$ cat config.mk
export PLATFORM = sky130hd
export DESIGN_NAME = program_fetch_vectoring
export DESIGN_NICKNAME = d
export VERILOG_FILES = /design/src/hw/fetch_pkg.sv /design/src/hw/stack_port_if.sv /design/src/hw/program_fetch_vectoring.sv /design/src/hw/return_stack_ram.sv
export SDC_FILE = /design/constraint.sdc
export NUM_CORES = 1
export LEC_CHECK = 0
export ABC_AREA = 1
export ABC_CLOCK_PERIOD_IN_PS = 7270
export BUFFER_PORTS_ARGS = -buffer_cell sky130_fd_sc_hd__buf_4
export CAP_MARGIN = 25
export CORE_MARGIN = 10
export CORE_UTILIZATION = 35
export DETAILED_ROUTE_END_ITERATION = 8
export SYNTH_ARGS = -nofsm -noshare
export SYNTH_HDL_FRONTEND = slang
export SYNTH_SLANG_ARGS = --single-unit
$ cat constraint.sdc
create_clock -name clk -period 7.27 [get_ports clk]
set_input_delay 1.0905 -clock clk [delete_from_list [all_inputs] [get_ports clk]]
set_output_delay 1.0905 -clock clk [all_outputs]
set_load 0.05 [all_outputs]
$ cat src/hw/fetch_pkg.sv
package fetch_pkg;
	localparam int PC_W = 21;
	localparam int SP_W = 5;
	localparam int WORD_W = 16;
	localparam int BYTE_W = 8;
	localparam logic [20:0] RESET_VECTOR = 21'h000000;
	localparam logic [20:0] VEC_HIGH_PRIO = 21'h000008;
	localparam logic [20:0] VEC_LOW_PRIO = 21'h000018;
	localparam logic [20:0] INSTR_STEP = 21'h000002;
	localparam logic [20:0] LIMIT_48K = 21'h00bfff;
	localparam logic [20:0] LIMIT_64K = 21'h00ffff;
	localparam logic [4:0] SP_RESET = 5'h00;
	localparam logic [4:0] SP_FULL = 5'h1f;
	localparam logic [15:0] NOP_WORD = 16'h0000;
	localparam logic [20:0] STACK_EMPTY_WORD = 21'h000000;
	localparam int UPPER_LSB = 16;
	localparam int HIGH_LSB = 8;
	localparam int LOW_LSB = 0;
endpackage

$ cat src/hw/stack_port_if.sv
`timescale 1ns/1ns
interface stack_port_if;
	logic we;
	logic [4:0] wr_addr;
	logic [20:0] wr_data;
	logic [4:0] rd_addr;
	logic [20:0] rd_data;
	modport ctrl (output we, output wr_addr, output wr_data, output rd_addr, input rd_data);
	modport ram (input we, input wr_addr, input wr_data, input rd_addr, output rd_data);
endinterface

$ cat src/hw/program_fetch_vectoring.sv
`timescale 1ns/1ns
// What this block does
// - program counter is 21 bits, 2-Mbyte space
// - fetch above present memory returns zero
// - present memory is 48K or 64K by variant
// - any reset starts fetching at 0000h
// - two fixed interrupt vectors 0008h and 0018h
// - interrupt wake with enable loads vector
// - interrupt wake pushes pc, advances pointer, unless the stack is full
// - wake-up sets cause flag bits
// - program fetch bus separate from data
// - push increments pointer, then writes entry
module program_fetch_vectoring (
	input wire logic clk, // core clock, 100 MHz
	input wire logic rstn, // synchronous reset, active low
	input wire logic variant_64k, // 1: 64 Kbyte flash, 0: 48 Kbyte
	input wire logic advance, // step pc to next instruction
	input wire logic branch, // load pc from branch_addr
	input wire logic [20:0] branch_addr, // branch target
	input wire logic ret_pop, // return: pop pc from stack
	input wire logic wake_irq, // wake-up caused by interrupt
	input wire logic wake_wdt, // wake-up caused by watchdog
	input wire logic irq_high, // pending interrupt is high priority
	input wire logic global_irq_enable_low, // low global enable
	input wire logic global_irq_enable_high, // high global enable
	input wire logic flag_clear, // clear wake cause flags
	input wire logic [15:0] flash_rdata, // flash word, one cycle after address
	output logic [20:0] flash_addr, // flash fetch address
	output logic flash_rd, // flash fetch strobe
	output logic [20:0] pc, // program counter
	output logic [15:0] instr, // fetched instruction word
	output logic [20:0] instr_addr, // address of instr
	output logic instr_valid, // instr holds a fetched word
	output logic [7:0] stack_top_upper_byte, // top of stack bits 20:16
	output logic [7:0] stack_top_high_byte, // top of stack bits 15:8
	output logic [7:0] stack_top_low_byte, // top of stack bits 7:0
	output logic [4:0] return_stack_pointer, // stack pointer
	output logic irq_control_regs, // wake by interrupt flag
	output logic peripheral_irq_flag_regs // wake by watchdog flag
);
	typedef struct packed {
		logic [20:0] pc;
		logic [4:0] sp;
		logic run;
		logic p1_valid;
		logic p1_zero;
		logic [20:0] p1_addr;
		logic [15:0] instr;
		logic instr_valid;
		logic [20:0] instr_addr;
		logic wake_irq_flag;
		logic wake_wdt_flag;
	} state_t;

	state_t s;
	state_t next_s;
	logic take;
	stack_port_if st ();
	logic [20:0] top_word;

	function automatic logic [20:0] flash_limit(input logic big);
		return big ? fetch_pkg::LIMIT_64K : fetch_pkg::LIMIT_48K;
	endfunction

	function automatic logic above_flash(input logic [20:0] addr, input logic big);
		return addr > flash_limit(big);
	endfunction

	return_stack_ram u_ram (
		.clk(clk),
		.port(st.ram)
	);

	always_comb begin
		next_s = s;
		take = rstn && wake_irq && (global_irq_enable_low || global_irq_enable_high);
		st.we = 1'b0;
		st.wr_addr = 5'(s.sp + 5'h01);
		st.wr_data = s.pc;
		if (take) begin
			// a full stack keeps its last entry; vectoring still happens
			if (s.sp != fetch_pkg::SP_FULL) begin
				next_s.sp = 5'(s.sp + 5'h01);
				st.we = 1'b1;
			end
			next_s.pc = irq_high ? fetch_pkg::VEC_HIGH_PRIO : fetch_pkg::VEC_LOW_PRIO;
		end else if (ret_pop) begin
			next_s.pc = st.rd_data;
			if (s.sp != fetch_pkg::SP_RESET) begin
				next_s.sp = 5'(s.sp - 5'h01);
			end
		end else if (branch) begin
			next_s.pc = branch_addr;
		end else if (advance) begin
			next_s.pc = 21'(s.pc + fetch_pkg::INSTR_STEP);
		end
		// set wins over clear
		next_s.wake_irq_flag = wake_irq | (s.wake_irq_flag & ~flag_clear);
		next_s.wake_wdt_flag = wake_wdt | (s.wake_wdt_flag & ~flag_clear);
		next_s.run = 1'b1;
		// fetch path never waits on data memory, so it issues every cycle
		next_s.p1_valid = s.run;
		next_s.p1_addr = s.pc;
		next_s.p1_zero = above_flash(s.pc, variant_64k);
		next_s.instr_valid = s.p1_valid;
		next_s.instr_addr = s.p1_addr;
		next_s.instr = s.p1_zero ? fetch_pkg::NOP_WORD : flash_rdata;
		// reading at the next pointer keeps top-of-stack coherent after push or pop
		st.rd_addr = rstn ? next_s.sp : fetch_pkg::SP_RESET;
	end

	always_ff @(posedge clk) begin
		if (!rstn) begin
			s <= '0;
			s.pc <= fetch_pkg::RESET_VECTOR;
			s.sp <= fetch_pkg::SP_RESET;
		end else begin
			s <= next_s;
		end
	end

	assign pc = s.pc;
	assign flash_addr = s.pc;
	assign flash_rd = s.run;
	assign instr = s.instr;
	assign instr_addr = s.instr_addr;
	assign instr_valid = s.instr_valid;
	assign return_stack_pointer = s.sp;
	assign irq_control_regs = s.wake_irq_flag;
	assign peripheral_irq_flag_regs = s.wake_wdt_flag;
	assign stack_top_upper_byte = 8'(st.rd_data[20:fetch_pkg::UPPER_LSB]);
	assign stack_top_high_byte = st.rd_data[fetch_pkg::UPPER_LSB - 1:fetch_pkg::HIGH_LSB];
	assign stack_top_low_byte = st.rd_data[fetch_pkg::HIGH_LSB - 1:fetch_pkg::LOW_LSB];
	assign top_word = {stack_top_upper_byte[4:0], stack_top_high_byte, stack_top_low_byte};
endmodule // program_fetch_vectoring

$ cat src/hw/return_stack_ram.sv
`timescale 1ns/1ns
module return_stack_ram (
	input wire logic clk, // core clock
	stack_port_if.ram port // write and read port
);
	logic [20:0] mem [1:31];

	// entry zero has no storage; reading it gives zero so an underflow pop lands on the reset vector
	always_ff @(posedge clk) begin
		if (port.we && port.wr_addr != fetch_pkg::SP_RESET) begin
			mem[port.wr_addr] <= port.wr_data;
		end
		if (port.rd_addr == fetch_pkg::SP_RESET) begin
			port.rd_data <= fetch_pkg::STACK_EMPTY_WORD;
		end else if (port.we && port.wr_addr == port.rd_addr) begin
			port.rd_data <= port.wr_data;
		end else begin
			port.rd_data <= mem[port.rd_addr];
		end
	end
endmodule // return_stack_ram

==> flow_summary_export.csv <==
group,metric,value,unit
cells_and_area,fin_cells,4679,
global_routing,grt_pass1_vias,23000,
synth,synth_area,33800,sq um
sta,rsz0062_at_grt,"no",
synth,ys_seq_elements,762,
synth,synth_area_leaders,"edfxtp_1 58%, nand2_1 7.2%, nand3_1 7.2%",
critical_path,crit_path_end_kind,"flip-flop",
synth,post-synth-top-area-cell,"edfxtp_1",
sta,min_period,4880,ps
floorplanning,die_area,109000,sq um
sta,finalMaxSlewViolations,0,
global_routing,grt_max_degree,156,
place,dp_cells,4537,
place,io_buffers,157,
power_and_ir_drop,p_leak,16.1,nW
global_routing,grt-ovfl-total,0,
clock_network,cts_setup_buffers,0,
critical_path,critical_path.max_stage_delay,750,ps
sta,skew,34.3,ps
place,dp_hpwl,58500,um
clock_network,cts_resized,0,
synth,synth-main-ff-cell,"edfxtp_1",
critical_path,path_cells,"ha_1 > nand2_1 > nor2_1 > ha_1 > inv_1 > nand3_1 > nand2_1 > nand2_8 > nand3_4 > buf_4 > buf_4 > o21ai_0 > nand2_1 > nand3_1 > nand2_1 > nand2_1 > nand3_1 > nand3_1 > nand2_1 > inv_1",
synth,ys_types,36,
critical_path,start_kind,"flip-flop",
sta,max_freq,205,MHz
drt,ant_nets,0,
clock_network,htree_levels,3,
drt,drtIter0Drc,2562,
clock_network,clock-root-buffer,"clkbuf_16",
worst_hold_path,hold_class,"flip-flop to flip-flop",
global_routing,grt_pass1_wl,151000,um
floorplanning,die_w,331,um
synth,avgSynthCellArea,10.1,sq um
sta,tightest_slew,1080,ps
critical_path,cp_max_fo,49,
floorplanning,initial_core_util,35.4,%
critical_path,worstPathArrival,5460,ps
clock_network,clk_latency,630,ps
floorplanning,core_area,95400,sq um
drt,drt-total-wl,103000,um
synth,synth_edf_count,651,
drt,drc,0,
run,maxCapViolCount,0,
clock_network,numCtsBuffers,81,
sta,hold_viol_final,0,
cells_and_area,fillCellCount,9193,
global_routing,antenna_found_initial,1,
cells_and_area,regArea,21800,sq um
floorplanning,die_h,331,um
outcome,status,"complete, no violations",
clock_network,hold_buffers,0,
synth,yosysWarnings,0,
cells_and_area,multi_input_area,8500,sq um
global_routing,grt_use_total,18.1,%
clock_network,cts.sinks,762,
cells_and_area,drive_gt1_share,11.8,%
power_and_ir_drop,power.total,11.3,mW
sta,setup_viol,0,
critical_path,required,7850,ps
cells_and_area,finalCoreUtilization,40.2,%
sta,setup_tns,0,ps
drt,drtPass1Iterations,6,
synth,async_flop_share,0,%
cells_and_area,nNetsFinal,3415,
critical_path,worstSetupPathType,"flip-flop to flip-flop",
floorplanning,io_pins,161,
floorplanning,row_count,113,
synth,synth_cells,3341,
drt,wl_per_cell,21.9,um
clock_network,clk_pin_slew,60,ps
clock_network,cts_tree,"built",
power_and_ir_drop,ir_worst_vdd,0.226,mV
clock_network,clock_path_buffers,3,
critical_path,path_common_cell,"nand2_1",
drt,num_vias,24400,
cells_and_area,syn_to_final_growth,13.5,%
sta,period_share,67.2,%
critical_path,cpMaxStageDelayCell,"dfxtp_1",
power_and_ir_drop,cellPowerDensity,294,nW/um^2
synth,yosysTopAreaCellShare,57.9,%
place,gp_congestion,0.898,
sta,timing.hold.ws,407,ps
drt,vias_per_cell,5.22,
synth,ys_seq_area_share,64.5,%
sta,max-slew-margin-rel,28.2,%
-- metrics by stage --
step	area [sq um]	worst slack [ps]
after floorplan	33800	4220
after global placement	35700	2160
after detailed placement	35800	2170
after CTS	38300	2520
after global routing	38300	2130
final	38300	2390
-- cells by family after synthesis --
group | synth area share [%]
flip-flops | 64.5
XOR/XNOR | 0.437
AO/OA/AOI/OAI | 2.52
other | 0.0111
AND/OR/NAND/NOR | 21.3
adder cells (fa/ha/maj) | 0.370
buffers and inverters | 10.9
-- flip-flops by register name, summed over array words and instances, names as in the netlist --
signal	cells
next_s	22
instr_valid	1
peripheral_irq_flag_regs	1
u_ram.port.rd_data	21
flash_addr	21
s	1
flash_rd	1
irq_control_regs	1
return_stack_pointer	5
u_ram.mem	651
instr	16
instr_addr	21
-- cells in the mapped netlist (2+ instances only) --
cell type    n
a31oi_1      3
o21ai_1      2
xor2_1      12
xnor2_1      3
o21ai_0     48
buf_2       77
buf_6        3
nand2_2      5
buf_4       89
or2_2       10
or2_1       14
clkbuf_1   102
nor3_1       8
o211ai_1    36
edfxtp_1   651
nand4_1    269
buf_1       30
inv_1      549
nand2_1    651
nand3_2      3
o22ai_1     15
ha_1        10
dfxtp_1    111
a21oi_1     37
nor2_1     103
nand3_1    484
inv_2        7
-- power breakdown --
group,leakage [nW],internal [mW],switching [mW]
clock network,1.24,2.31,1.67
logic,7.96,0.543,1.67
registers,6.92,4.92,0.153
-- cell type report --
type | instances | share of cell area [%]
Antenna cell | 1 | 0.00653
Clock buffer | 106 | 5.85
Clock inverter | 34 | 0.744
Inverter | 556 | 5.45
Multi-Input combinational cell | 1723 | 22.2
Sequential cell | 762 | 56.8
Tap cell | 1265 | 4.13
Timing Repair Buffer | 232 | 4.86
-- placed cells by master, fill, tap and decap left out, drive strengths merged, types with 29 or more instances in the layout --
cell type / n
dfxtp: 111
inv: 556
a21oi: 38
nand3: 487
o21ai: 50
clkinv: 29
buf: 232
clkbuf: 106
nand2: 656
nand4: 269
o211ai: 36
edfxtp: 651
nor2: 103
-- worst paths after layout --
path	start	slack, ps	cells past startpoint	end
max reg2reg	return_stack_pointer[0]$_SDFF_PN0_	2390	20	u_ram.port.rd_data[1]$_SDFF_PN0_
min	next_s[3]$_SDFF_PN0_	410	2	instr_addr[1]$_SDFF_PN0_
min reg2reg	next_s[3]$_SDFF_PN0_	410	2	instr_addr[1]$_SDFF_PN0_
max	return_stack_pointer[0]$_SDFF_PN0_	2390	20	u_ram.port.rd_data[1]$_SDFF_PN0_
-- layer usage --
layer  vias to the layer above  track usage (%)  wire length [um]  share of wire (%)
li1                      11200                -                 -                  -
met1                     12000             23.7             41800                 41
met2                      1011             30.0             49700                 48
met3                       206             2.98              7370                7.2
met4                         0             6.73              3720                3.6
met5                         -                0                 0                  0
-- critical path, delay by kind of cell (launching register included) --
family	cells	cell delay, ps
AND/OR/NAND/NOR	13	2280
buffers and inverters	4	970
adder cells (fa/ha/maj)	2	510
flip-flops	1	750
AO/OA/AOI/OAI	1	170
No activity file was read; power rests on OpenSTA's default activity.
